## config.mk

```make
export PLATFORM = sky130hd
export DESIGN_NAME = aux_div_top
export DESIGN_NICKNAME = d
export VERILOG_FILES = /design/src/aux_div_pkg.sv /design/src/aux_div_top.sv
export SDC_FILE = /design/constraint.sdc
export NUM_CORES = 1
export LEC_CHECK = 0
export BUFFER_PORTS_ARGS = -buffer_cell sky130_fd_sc_hd__buf_2
export CORE_MARGIN = 3
export CORE_UTILIZATION = 28
export CTS_BUF_LIST = sky130_fd_sc_hd__clkbuf_2
export CTS_CLUSTER_DIAMETER = 200
export CTS_CLUSTER_SIZE = 28
export DETAILED_ROUTE_END_ITERATION = 10
export SKIP_CTS_REPAIR_TIMING = 1
export SLEW_MARGIN = 5
export SYNTH_ARGS = -nofsm -noshare
export SYNTH_HDL_FRONTEND = slang
export SYNTH_SLANG_ARGS = --single-unit
```

## constraint.sdc

```tcl
create_clock -name sys_clk_in -period 11.9 [get_ports sys_clk_in]
set_clock_uncertainty 0.1 [all_clocks]
set_input_delay 1.19 -clock sys_clk_in [delete_from_list [all_inputs] [get_ports sys_clk_in]]
set_output_delay 1.19 -clock sys_clk_in [all_outputs]
set_load 0.01 [all_outputs]
```

## src/aux_div_pkg.sv

```systemverilog
// Purpose: shared constants and types for the auxiliary lvcmos output dividers
// Assumes: apb slave with 32-bit data, one register per aligned word
// Notes: register indices are word indices; byte address is four times the index
package aux_div_pkg;

  localparam int ADDR_W = 8;
  localparam int DATA_W = 32;
  localparam int SET_W = 8;
  localparam int RATIO_W = 9;

  // register indices
  localparam logic [ADDR_W-1:0] IDX_CTRL = 8'h2D;
  localparam logic [ADDR_W-1:0] IDX_DIV0 = 8'h2E;
  localparam logic [ADDR_W-1:0] IDX_DIV1 = 8'h2F;
  localparam logic [ADDR_W-1:0] IDX_EDGE = 8'h31;
  localparam logic [ADDR_W-1:0] IDX_SWRST = 8'h32;
  localparam logic [ADDR_W-1:0] IDX_STAT = 8'h33;

  // reset values
  localparam logic [7:0] CTRL_RST = 8'h0A;
  localparam logic [SET_W-1:0] DIV_RST = 8'h00;
  localparam logic [3:0] EDGE_RST = 4'h0;

  // control and edge field positions
  localparam int PIN0_SEL_LSB = 0;
  localparam int PIN1_SEL_LSB = 2;
  localparam int PRE_A_LSB = 4;
  localparam int PRE_B_LSB = 6;
  localparam int EDGE1_LSB = 2;

  // two-bit codes and three-bit prescaler ratios
  localparam logic [1:0] SEL_DIV0 = 2'h0;
  localparam logic [1:0] SEL_DIV1 = 2'h1;
  localparam logic [1:0] SEL_STATUS = 2'h2;
  localparam logic [1:0] SEL_OFF = 2'h3;
  localparam logic [1:0] PRE_DIV4 = 2'h1;
  localparam logic [1:0] PRE_DIV5 = 2'h2;
  localparam logic [2:0] PRE_RATIO4 = 3'h4;
  localparam logic [2:0] PRE_RATIO5 = 3'h5;
  localparam logic [1:0] EDGE_FAST = 2'h0;
  localparam logic [1:0] EDGE_SLOW = 2'h2;

  // divider encoding
  localparam logic [SET_W-1:0] SET_MIN_PLAIN = 8'h06;
  localparam logic [RATIO_W-1:0] RATIO_MIN = 9'h006;

  typedef enum logic [1:0] {
    DIV_STOPPED = 2'b01,
    DIV_RUNNING = 2'b10
  } div_state_e;

  typedef struct packed {
    logic psel;
    logic penable;
    logic pwrite;
    logic [ADDR_W-1:0] paddr;
    logic [DATA_W-1:0] pwdata;
  } apb_req_s;

endpackage

```

## src/aux_div_top.sv

```systemverilog
// Purpose: two 8-bit auxiliary clock dividers, pre-dividers, pin muxes and edge-rate fields
// Assumes: synthesizer clocks arrive as one-cycle tick enables on sys_clk_in
// Notes: apb answers with one wait state; pins are output only with active-low enables
//
// How it works
// RULE1: divider 0 is 8-bit, fed by synth a's lvcmos prescaler
// RULE2: divider 1 is 8-bit, fed by synth b's lvcmos prescaler
// RULE3: a setting of zero stops the divider, no output clock
// RULE4: settings six to 255 divide by setting plus one
// RULE5: settings one to five divide by six
// RULE6: divider 1 uses the same ratio encoding as divider 0
// RULE7: host writes the soft reset after re-enabling a stopped divider
// RULE8: pin 0 edge code 0 is fast, 2 is slow; 1 and 3 unused
// RULE9: bits 3:2 hold pin 1 edge code; upper bits reserved
// RULE10: pin mux: 0 divider 0, 1 divider 1, 2 status, 3 off
// RULE11: prescaler code 0 off, 1 divide by 4, 2 divide by 5
// RULE12: stopped divider or silent prescaler holds its output low
`timescale 1ns/1ps
module aux_div_top (
  input wire logic sys_clk_in,
  input wire logic rst_b_in,
  input wire aux_div_pkg::apb_req_s apb_in,
  output logic [aux_div_pkg::DATA_W-1:0] prdata_out,
  output logic pready_out,
  output logic pslverr_out,
  input wire logic synth_a_tick_in,
  input wire logic synth_b_tick_in,
  input wire logic aux_pin0_level_in,
  input wire logic aux_pin1_level_in,
  output logic aux_pin0_out,
  output logic aux_pin0_oe_b_out,
  output logic aux_pin0_slow_out,
  output logic aux_pin1_out,
  output logic aux_pin1_oe_b_out,
  output logic aux_pin1_slow_out
);
  import aux_div_pkg::*;

  function automatic logic [RATIO_W-1:0] div_ratio(input logic [SET_W-1:0] s);
    if (s == '0) begin
      return '0;
    end else if (s < SET_MIN_PLAIN) begin
      return RATIO_MIN; // RULE5
    end
    return {1'b0, s} + 9'h001; // RULE4 RULE6
  endfunction

  function automatic logic [2:0] pre_ratio(input logic [1:0] code);
    return (code == PRE_DIV4) ? PRE_RATIO4 : (code == PRE_DIV5) ? PRE_RATIO5 : 3'h0; // RULE11
  endfunction

  function automatic logic [ADDR_W-1:0] byte_addr(input logic [ADDR_W-1:0] idx);
    return {idx[ADDR_W-3:0], 2'b00};
  endfunction

  ////////////////////////////////////////////////////////////////////////////
  // apb slave
  logic [7:0] ctrl_q;
  logic [SET_W-1:0] set_q [2];
  logic [3:0] edge_q;
  logic pready_q;
  logic pslverr_q;
  logic [DATA_W-1:0] prdata_q;
  logic swrst_q;
  logic [1:0] run_st;
  logic [1:0] div_clk_q;

  wire access_w = apb_in.psel & apb_in.penable;
  wire done_w = access_w & pready_q;
  wire hit_ctrl = apb_in.paddr == byte_addr(IDX_CTRL);
  wire hit_div0 = apb_in.paddr == byte_addr(IDX_DIV0);
  wire hit_div1 = apb_in.paddr == byte_addr(IDX_DIV1);
  wire hit_edge = apb_in.paddr == byte_addr(IDX_EDGE);
  wire hit_swrst = apb_in.paddr == byte_addr(IDX_SWRST);
  wire hit_stat = apb_in.paddr == byte_addr(IDX_STAT);
  wire hit_any = hit_ctrl | hit_div0 | hit_div1 | hit_edge | hit_swrst | hit_stat;
  wire wr_w = done_w & apb_in.pwrite & hit_any;
  wire [5:0] stat_w = {aux_pin1_out, aux_pin0_out, div_clk_q, run_st};
  wire [DATA_W-1:0] rd_mux =
    hit_ctrl ? {24'h000000, ctrl_q} :
    hit_div0 ? {24'h000000, set_q[0]} :
    hit_div1 ? {24'h000000, set_q[1]} :
    hit_edge ? {28'h0000000, edge_q} : // RULE9
    hit_stat ? {26'h0000000, stat_w} : '0;

  // one wait state: pready rises in the second access cycle
  always_ff @(posedge sys_clk_in or negedge rst_b_in) begin
    if (!rst_b_in) begin
      pready_q <= 1'b0;
      pslverr_q <= 1'b0;
      prdata_q <= '0;
    end else begin
      pready_q <= access_w & ~pready_q;
      pslverr_q <= access_w & ~pready_q & ~hit_any;
      prdata_q <= (access_w & ~pready_q & ~apb_in.pwrite) ? rd_mux : '0;
    end
  end

  always_ff @(posedge sys_clk_in or negedge rst_b_in) begin
    if (!rst_b_in) begin
      ctrl_q <= CTRL_RST;
      set_q[0] <= DIV_RST;
      set_q[1] <= DIV_RST;
      edge_q <= EDGE_RST;
      swrst_q <= 1'b0;
    end else begin
      if (wr_w & hit_ctrl) begin
        ctrl_q <= apb_in.pwdata[7:0];
      end
      if (wr_w & hit_div0) begin
        set_q[0] <= apb_in.pwdata[SET_W-1:0]; // RULE1
      end
      if (wr_w & hit_div1) begin
        set_q[1] <= apb_in.pwdata[SET_W-1:0]; // RULE2
      end
      if (wr_w & hit_edge) begin
        edge_q <= apb_in.pwdata[3:0]; // RULE8 RULE9
      end
      swrst_q <= wr_w & hit_swrst & apb_in.pwdata[0];
    end
  end

  ////////////////////////////////////////////////////////////////////////////
  // prescalers and dividers
  wire [1:0] tick_w = {synth_b_tick_in, synth_a_tick_in};
  wire [1:0] pre_code [2];
  assign pre_code[0] = ctrl_q[PRE_A_LSB +: 2];
  assign pre_code[1] = ctrl_q[PRE_B_LSB +: 2];
  logic [1:0] pre_pulse_q;
  logic [RATIO_W-1:0] cnt_q [2];
  wire [RATIO_W-1:0] ratio_w [2];
  div_state_e state_q [2];

  for (genvar i = 0; i < 2; i++) begin : g_div
    logic [2:0] pcnt_q;
    wire [2:0] plim = pre_ratio(pre_code[i]);
    wire pwrap = pcnt_q >= plim - 3'h1;
    assign ratio_w[i] = div_ratio(set_q[i]);
    wire [RATIO_W-1:0] half = ratio_w[i] >> 1;
    wire last = cnt_q[i] >= ratio_w[i] - 9'h001;
    wire [RATIO_W-1:0] cnt_nx = last ? '0 : cnt_q[i] + 9'h001;
    wire live = (state_q[i] == DIV_RUNNING) & (plim != 3'h0);
    assign run_st[i] = state_q[i] == DIV_RUNNING;

    always_ff @(posedge sys_clk_in or negedge rst_b_in) begin
      if (!rst_b_in) begin
        pcnt_q <= '0;
        pre_pulse_q[i] <= 1'b0;
      end else if (plim == 3'h0 || swrst_q) begin
        pcnt_q <= '0; // RULE11
        pre_pulse_q[i] <= 1'b0;
      end else begin
        pre_pulse_q[i] <= tick_w[i] & pwrap;
        if (tick_w[i]) begin
          pcnt_q <= pwrap ? 3'h0 : pcnt_q + 3'h1;
        end
      end
    end

    // a stopped divider only resumes on the soft reset, so both outputs restart in phase
    always_ff @(posedge sys_clk_in or negedge rst_b_in) begin
      if (!rst_b_in) begin
        state_q[i] <= DIV_STOPPED;
      end else begin
        unique case (state_q[i])
          DIV_STOPPED: begin
            if (swrst_q && set_q[i] != '0) begin
              state_q[i] <= DIV_RUNNING; // RULE7
            end
          end
          DIV_RUNNING: begin
            if (set_q[i] == '0) begin
              state_q[i] <= DIV_STOPPED; // RULE3
            end
          end
        endcase
      end
    end

    always_ff @(posedge sys_clk_in or negedge rst_b_in) begin
      if (!rst_b_in) begin
        cnt_q[i] <= '0;
        div_clk_q[i] <= 1'b0;
      end else if (!live || swrst_q) begin
        cnt_q[i] <= '0;
        div_clk_q[i] <= 1'b0; // RULE12
      end else if (pre_pulse_q[i]) begin
        cnt_q[i] <= cnt_nx; // RULE4 RULE6
        div_clk_q[i] <= cnt_nx < half;
      end
    end
  end

  ////////////////////////////////////////////////////////////////////////////
  // pin muxes and edge rate
  wire [1:0] sel0 = ctrl_q[PIN0_SEL_LSB +: 2];
  wire [1:0] sel1 = ctrl_q[PIN1_SEL_LSB +: 2];
  wire [1:0] edge0 = edge_q[1:0];
  wire [1:0] edge1 = edge_q[EDGE1_LSB +: 2];
  wire pin0_d = (sel0 == SEL_DIV0) ? div_clk_q[0] : (sel0 == SEL_DIV1) ? div_clk_q[1] :
    (sel0 == SEL_STATUS) & aux_pin0_level_in;
  wire pin1_d = (sel1 == SEL_DIV0) ? div_clk_q[0] : (sel1 == SEL_DIV1) ? div_clk_q[1] :
    (sel1 == SEL_STATUS) & aux_pin1_level_in;

  always_ff @(posedge sys_clk_in or negedge rst_b_in) begin
    if (!rst_b_in) begin
      aux_pin0_out <= 1'b0;
      aux_pin1_out <= 1'b0;
      aux_pin0_oe_b_out <= 1'b1;
      aux_pin1_oe_b_out <= 1'b1;
      aux_pin0_slow_out <= 1'b0;
      aux_pin1_slow_out <= 1'b0;
    end else begin
      aux_pin0_out <= pin0_d; // RULE10
      aux_pin1_out <= pin1_d; // RULE10
      aux_pin0_oe_b_out <= sel0 == SEL_OFF;
      aux_pin1_oe_b_out <= sel1 == SEL_OFF;
      aux_pin0_slow_out <= edge0 == EDGE_SLOW; // RULE8
      aux_pin1_slow_out <= edge1 == EDGE_SLOW; // RULE9
    end
  end

  assign prdata_out = prdata_q;
  assign pready_out = pready_q;
  assign pslverr_out = pslverr_q;
endmodule // aux_div_top

```

==> flow_summary.json, run 1 <==
{
  "rsz0062_at_grt": "no",
  "drc_errors": 0,
  "fillerInstances": 2161,
  "place_congestion": 0.850,
  "grt_pass1_vias": 4281,
  "outcome": "completed",
  "grtUsageTotal_pct": 12.1,
  "critPathCaptureType": "flip-flop",
  "synthCells": 640,
  "clkTransAtPathRegs_ns": 0.22,
  "ys_types": 63,
  "yosys.area.top_type": "dfrtp_1",
  "final_layout_size_suffix_gt1_share_pct": 16.5,
  "power.density_nw_per_um2": 74.5,
  "worstSetupStartpoint": "set_q[4]",
  "slew_violations": 0,
  "grt_overflow": 0,
  "r2r_end": "div_clk_q[1]",
  "top_usage_layer": "met2",
  "synth-seq-area-share_pct": 33.0,
  "rows": 52,
  "synthArstFlopShare_pct": 100,
  "cts_made_buffers": 9,
  "vias": 4587,
  "cts-root-buf": "clkbuf_2",
  "ys_ff_latch": 77,
  "synth_area_um2": 5860,
  "core_um2": 20400,
  "clock_sinks": 77,
  "synth_area_leaders": "dfrtp_1, ha_1, mux2_2, nand3_1, nand2b_1",
  "finalCritPeriodShare_pct": 43.1,
  "drv_cap": 0,
  "leakagePower_uw": 0.00292,
  "required_ns": 12.28,
  "area_growth_pct": 8.67,
  "via_per_inst": 4.87,
  "synth.most_common_cell": "dfrtp_1",
  "wl_um": 13300,
  "crit_path_max_fanout": 17,
  "cts_tree": "done",
  "fin_hold_ws_ns": 0.376,
  "grt_max_degree": 78,
  "fmax_mhz": 195,
  "grt_pass1_wl_um": 21800,
  "r2r_cells": 20,
  "hold_path_class": "reg -> reg",
  "start_util_pct": 28.7,
  "crit_type": "reg -> reg",
  "tightest_slew_ns": 0.985,
  "crit_path_end": "div_clk_q[1]",
  "hold_violations": 0,
  "grtUsageMet1_pct": 15.5,
  "yosys_most_used_dff": "dfrtp_1",
  "start_kind": "flip-flop",
  "peakVddDrop_v": 0.0000495,
  "slew_headroom_pct": 34.4,
  "r2r_start": "set_q[4]",
  "ant_nets": 0,
  "finalSetupViolations": 0,
  "avgSynthCellArea_um2": 9.16,
  "fp.dieH_um": 151,
  "antenna_found_initial": 1,
  "insertion_delay_ns": 0.57,
  "multi_input_area_um2": 3620,
  "fin_setup_tns_ns": 0,
  "synth.yosys.warnings": 0,
  "die-area_um2": 22700,
  "io_pins": 89,
  "ys_top_cells_by_count": "dfrtp_1, ha_1, nor2_1",
  "crit_chain": "or4_1 > nor4b_1 > nor2_1 > inv_1 > ha_1 > nand4_1 > nor2_1 > xor2_1 > ha_1 > a211oi_1 > o221ai_1 > a21oi_1 > buf_4 > o21a_1 > ha_1 > nand3_1 > or2_2 > nor2_1 > o21a_1 > o32ai_1",
  "drtPass1Iterations": 5,
  "drt_iter0_markers": 219,
  "cts-htree-levels": 3,
  "synth-edff-count": 0,
  "globalRouteMet3Util_pct": 2.92,
  "die_w_um": 151,
  "numPortBuffers": 40,
  "cp_data_arrival_time_ns": 5.50,
  "dp_hpwl_um": 10100,
  "crit_path_top_delay_cell": "or4_1",
  "fin_crit_ns": 5.13,
  "final_nets": 767,
  "hold_path_depth": 1,
  "synth_top_area_share_pct": 30.3,
  "wl_per_cell_um": 14.1,
  "cts_max_path_buffers": 2,
  "rrSetupSlack_ns": 6.77,
  "use_met2_pct": 20.5,
  "seq_area_um2": 1930,
  "cpPeakStageDelay_ns": 0.58
}
[cells by family (layout without fill, tap and decap cells)]
| logic type | count (synthesis) | count (layout) | synth area share, % |
|---|---|---|---|
| and+or+nand+nor | 257 | 257 | 24.4 |
| AOI/OAI and AO/OA | 107 | 107 | 12.0 |
| DFF | 77 | 77 | 33.0 |
| buffers and inverters | 76 | 84 | 6.83 |
| adders and majority gates | 52 | 52 | 11.1 |
| muxes | 39 | 39 | 7.90 |
| xor gates and xnor gates | 31 | 31 | 4.63 |
| other | 1 | 25 | 0.0640 |
[sequential cells by signal, indices dropped and copies added, names as in the netlist, 2 cells and up]
| name | cells |
|---|---|
| prdata_out | 8 |
| ctrl_q | 8 |
| g_div.pcnt_q | 6 |
| div_clk_q | 2 |
| cnt_q | 18 |
| pre_pulse_q | 2 |
| state_q | 4 |
| set_q | 16 |
| edge_q | 4 |
[critical path: cells and delay by family (launching register included)]
kind / cells / cell delay (ns)
AOI/OAI and AO/OA: 6 / 1.37
xor gates and xnor gates: 1 / 0.18
adders and majority gates: 3 / 0.69
buffers and inverters: 2 / 0.36
DFF: 1 / 0.57
and+or+nand+nor: 8 / 1.77
[layout by cell type (no fill, tap or decap), types with 6 or more instances in the layout]
cell type / n
dfrtp_1: 71
ha_1: 52
nor2_1: 42
buf_2: 39
nand3_1: 38
nand2_1: 34
nand2b_1: 29
inv_1: 26
mux2_2: 26
conb_1: 24
o21ai_0: 23
a21oi_1: 21
xnor2_1: 19
nor2b_1: 19
and2_1: 17
a31oi_1: 15
nor3_1: 13
xor2_1: 12
nand4_1: 11
o21a_1: 11
clkbuf_2: 10
nor3b_1: 8
mux2_4: 8
and3_1: 7
nand3b_1: 6
dfstp_2: 6
[worst min path at each step]
| stage | startpoint | endpoint | slack [ns] |
|---|---|---|---|
| floorplan | edge_q[2] | aux_pin1_slow_out | 0.32 |
| global placement | edge_q[0] | aux_pin0_slow_out | 0.34 |
| finish | edge_q[0] | aux_pin0_slow_out | 0.38 |
| global route | edge_q[2] | aux_pin1_slow_out | 0.40 |
| CTS | edge_q[0] | aux_pin0_slow_out | 0.38 |
| detailed placement | edge_q[0] | aux_pin0_slow_out | 0.35 |
[metrics by stage]
step	cell area [um^2]	util, %	std cells	total power [uW]	setup slack, ns
global placement	6200	30.4	925	289	6.83
global route	6370	31.2	942	497	6.18
finish	6370	31.2	942	474	6.77
CTS	6370	31.2	941	484	6.75
detailed placement	6200	30.4	925	289	6.83
floorplan	5950	-	663	282	7.49
[where the power goes]
part,internal (uW),switching (uW)
Combinational,5.59,16.0
Sequential,263,0.267
Clock,91.3,98.7
[routing by layer]
metal	up-vias	share of wire (%)
li1	2296	-
met5	-	0
met1	2198	45
met3	12	3.6
met2	81	50
met4	0	1.3
[final cells by class]
cell class,count,share of cell area [%]
multi-input cells,510,56.8
flip-flops and latches,77,30.4
well taps,270,5.30
repair buffers,42,3.42
clock inverters,6,1.75
inverters,26,1.53
clock buffers,10,0.786
diodes,1,0.0393
No activity file was read; power rests on OpenSTA's default activity.
==> run 2: changes to the inputs <==
--- a/config.mk
+++ b/config.mk
@@ -5,6 +5,7 @@
 export SDC_FILE = /design/constraint.sdc
 export NUM_CORES = 1
 export LEC_CHECK = 0
+export ABC_AREA = 1
 export BUFFER_PORTS_ARGS = -buffer_cell sky130_fd_sc_hd__buf_2
 export CORE_MARGIN = 3
 export CORE_UTILIZATION = 28
==> constraint.sdc (replaced) <==
create_clock -name sys_clk_in -period 5.2 [get_ports sys_clk_in]
set_clock_uncertainty 0.1 [all_clocks]
set_input_delay 0.52 -clock sys_clk_in [delete_from_list [all_inputs] [get_ports sys_clk_in]]
set_output_delay 0.52 -clock sys_clk_in [all_outputs]
set_load 0.01 [all_outputs]
==> flow_summary.json, run 2 <==
{
  "final_layout_size_suffix_gt1_share_pct": 14.5,
  "drc_errors": 0,
  "largest_reg_flops": 18,
  "fin_total_pwr_uw": 1000,
  "outcome": "complete, but fails checks",
  "cpPeakStageDelay_ns": 0.51,
  "slew_violations": 0,
  "finalCritPeriodShare_pct": 81.5,
  "r2r_cells": 28,
  "ys_types": 42,
  "vias": 4339,
  "drtPass1Iterations": 4,
  "rsz0062_at_grt": "no",
  "synth.yosys.warnings": 0,
  "synthCells": 688,
  "leakagePower_uw": 0.00318,
  "start_kind": "flip-flop",
  "grt_pass1_vias": 4143,
  "layout_common_cells": "nand2_1, inv_1, dfrtp_1",
  "p_int_uw": 726,
  "crit_path_max_fanout": 8,
  "grt_max_degree": 78,
  "antenna_found_initial": 1,
  "power.density_nw_per_um2": 168,
  "synthArstFlopShare_pct": 100,
  "dp_hpwl_um": 9540,
  "die-area_um2": 21100,
  "cts-root-buf": "clkbuf_2",
  "fin_crit_ns": 4.24,
  "crit_top_cell": "nand2_1",
  "start_util_pct": 28.7,
  "placed_cells": 981,
  "yosys.area.top_type": "dfrtp_1",
  "slew_headroom_pct": 34.1,
  "ys_ff_latch": 77,
  "hold_violations": 28,
  "cts-htree-levels": 3,
  "cts_max_path_buffers": 2,
  "fmax_mhz": 236,
  "cp_data_arrival_time_ns": 4.67,
  "numPortBuffers": 40,
  "p_comb_share_pct": 4.8,
  "largestRegisters": "cnt_q: 18 flops, set_q: 16 flops",
  "cts_tree": "done",
  "insertion_delay_ns": 0.57,
  "cts_made_buffers": 9,
  "ant_nets": 0,
  "synth.most_common_cell": "nand2_1",
  "fin_hold_ws_ns": -0.0306,
  "fin_setup_tns_ns": 0,
  "io_pins": 89,
  "finalWorstSetupSlack_ns": 0.960,
  "synth_top_area_share_pct": 32.8,
  "tightest_slew_ns": 0.988,
  "die_w_um": 145,
  "fillerInstances": 2073,
  "rows": 50,
  "grtUsageTotal_pct": 11.7,
  "final_nets": 834,
  "wl_um": 12000,
  "hold_path_class": "in -> async",
  "final_common_cell": "nand2_1",
  "clkTransAtPathRegs_ns": 0.24,
  "place_congestion": 0.813,
  "crit_type": "reg -> reg",
  "violations": "hold timing",
  "yosys_most_used_dff": "dfrtp_1",
  "p_clk_share_pct": 35.0,
  "clock_sinks": 77,
  "crit_path_top_delay_cell": "dfrtp_1",
  "synth_area_um2": 5420,
  "p_sw_share_pct": 27.4,
  "drt_iter0_markers": 179,
  "stdcell_area_um2": 5960,
  "wl_per_cell_um": 12.1,
  "power_frac_seq_pct": 60.2,
  "core_um2": 18900,
  "via_per_inst": 4.34,
  "avgSynthCellArea_um2": 7.88,
  "ys_top_cells_by_count": "nand2_1, inv_1, dfrtp_1",
  "grt_pass1_wl_um": 20400,
  "drv_cap": 0,
  "area_growth_pct": 9.94,
  "grt_overflow": 0,
  "regMostFlops": "cnt_q",
  "place_ws_ns": 0.975,
  "post_dp_cell_area_um2": 5830,
  "synth_area_leaders": "dfrtp_1, ha_1, nand2_1, inv_1, o21ai_0",
  "synth-seq-area-share_pct": 35.7,
  "instances_no_fill": 999,
  "critPathCaptureType": "flip-flop",
  "synth-edff-count": 0,
  "fp.dieH_um": 145,
  "p_sw_uw": 274,
  "finalSetupViolations": 0,
  "peakVddDrop_v": 0.000134,
  "required_ns": 5.63
}
-- run 2: worst max-delay path, delay by kind of cell (launching register included) --
kind	cells	cell delay, ns
xor+xnor	1	0.15
fa+ha+maj	3	0.69
simple gates	15	1.70
flops	1	0.51
buf+inv	5	0.46
compound gates	4	0.61
-- run 2: per-stage QoR --
stage	hold slack (ns)	util, %
final	-0.0306	31.6
after global routing	0.000525	31.6
after CTS	-0.0182	31.5
after detailed placement	0.331	30.9
after global placement	0.322	30.9
after floorplan	0.124	-
-- run 2: final cells by class --
type | count | area (um^2) | share of cell area (%)
Timing Repair Buffer | 41 | 213 | 3.57
Tap cell | 260 | 325 | 5.46
Inverter | 118 | 443 | 7.43
Clock buffer | 9 | 45.0 | 0.755
Sequential cell | 77 | 1930 | 32.4
Multi-Input combinational cell | 486 | 2930 | 49.1
Clock inverter | 7 | 73.8 | 1.24
Antenna cell | 1 | 2.50 | 0.0420
-- run 2: power by group through the flow --
stage / Sequential [uW] / Combinational, uW / Clock (uW)
CTS: 602 / 48.5 / 364
floorplan: 612 / 29.9 / 0
global placement: 612 / 48.0 / 0
global route: 603 / 55.1 / 391
finish: 602 / 48.0 / 350
detailed placement: 612 / 48.5 / 0
-- run 2: path summary, 6_finish.rpt --
kind                                  from            endpoint  slack (ns)
setup / recovery                  set_q[5]        div_clk_q[1]        0.96
hold / removal                    rst_b_in           cnt_q[15]       -0.03
setup reg to reg                  set_q[5]        div_clk_q[1]        0.96
hold reg to reg                  edge_q[0]   aux_pin0_slow_out        0.35
max in group asynchronous         rst_b_in            set_q[3]        4.39
min in group sys_clk_in    synth_a_tick_in  g_div[0].pcnt_q[2]        0.03
-- run 2: cells by family (layout without fill, tap and decap cells) --
logic type	after synthesis	count (layout)	share of synthesized area [%]
buf+inv	148	175	12.0
fa+ha+maj	52	52	12.0
compound gates	115	115	12.8
flops	77	77	35.7
simple gates	267	267	22.5
xor+xnor	28	28	4.94
other cells	1	25	0.0691
-- run 2: routing by layer --
layer,part of all wire [%],routed length [um],up-vias,track usage (%)
met2,44,5290,81,17.9
met5,0,0,-,0
li1,-,-,2296,-
met3,3.7,442,6,1.72
met4,0.98,118,0,4.04
met1,51,6190,1956,17.0
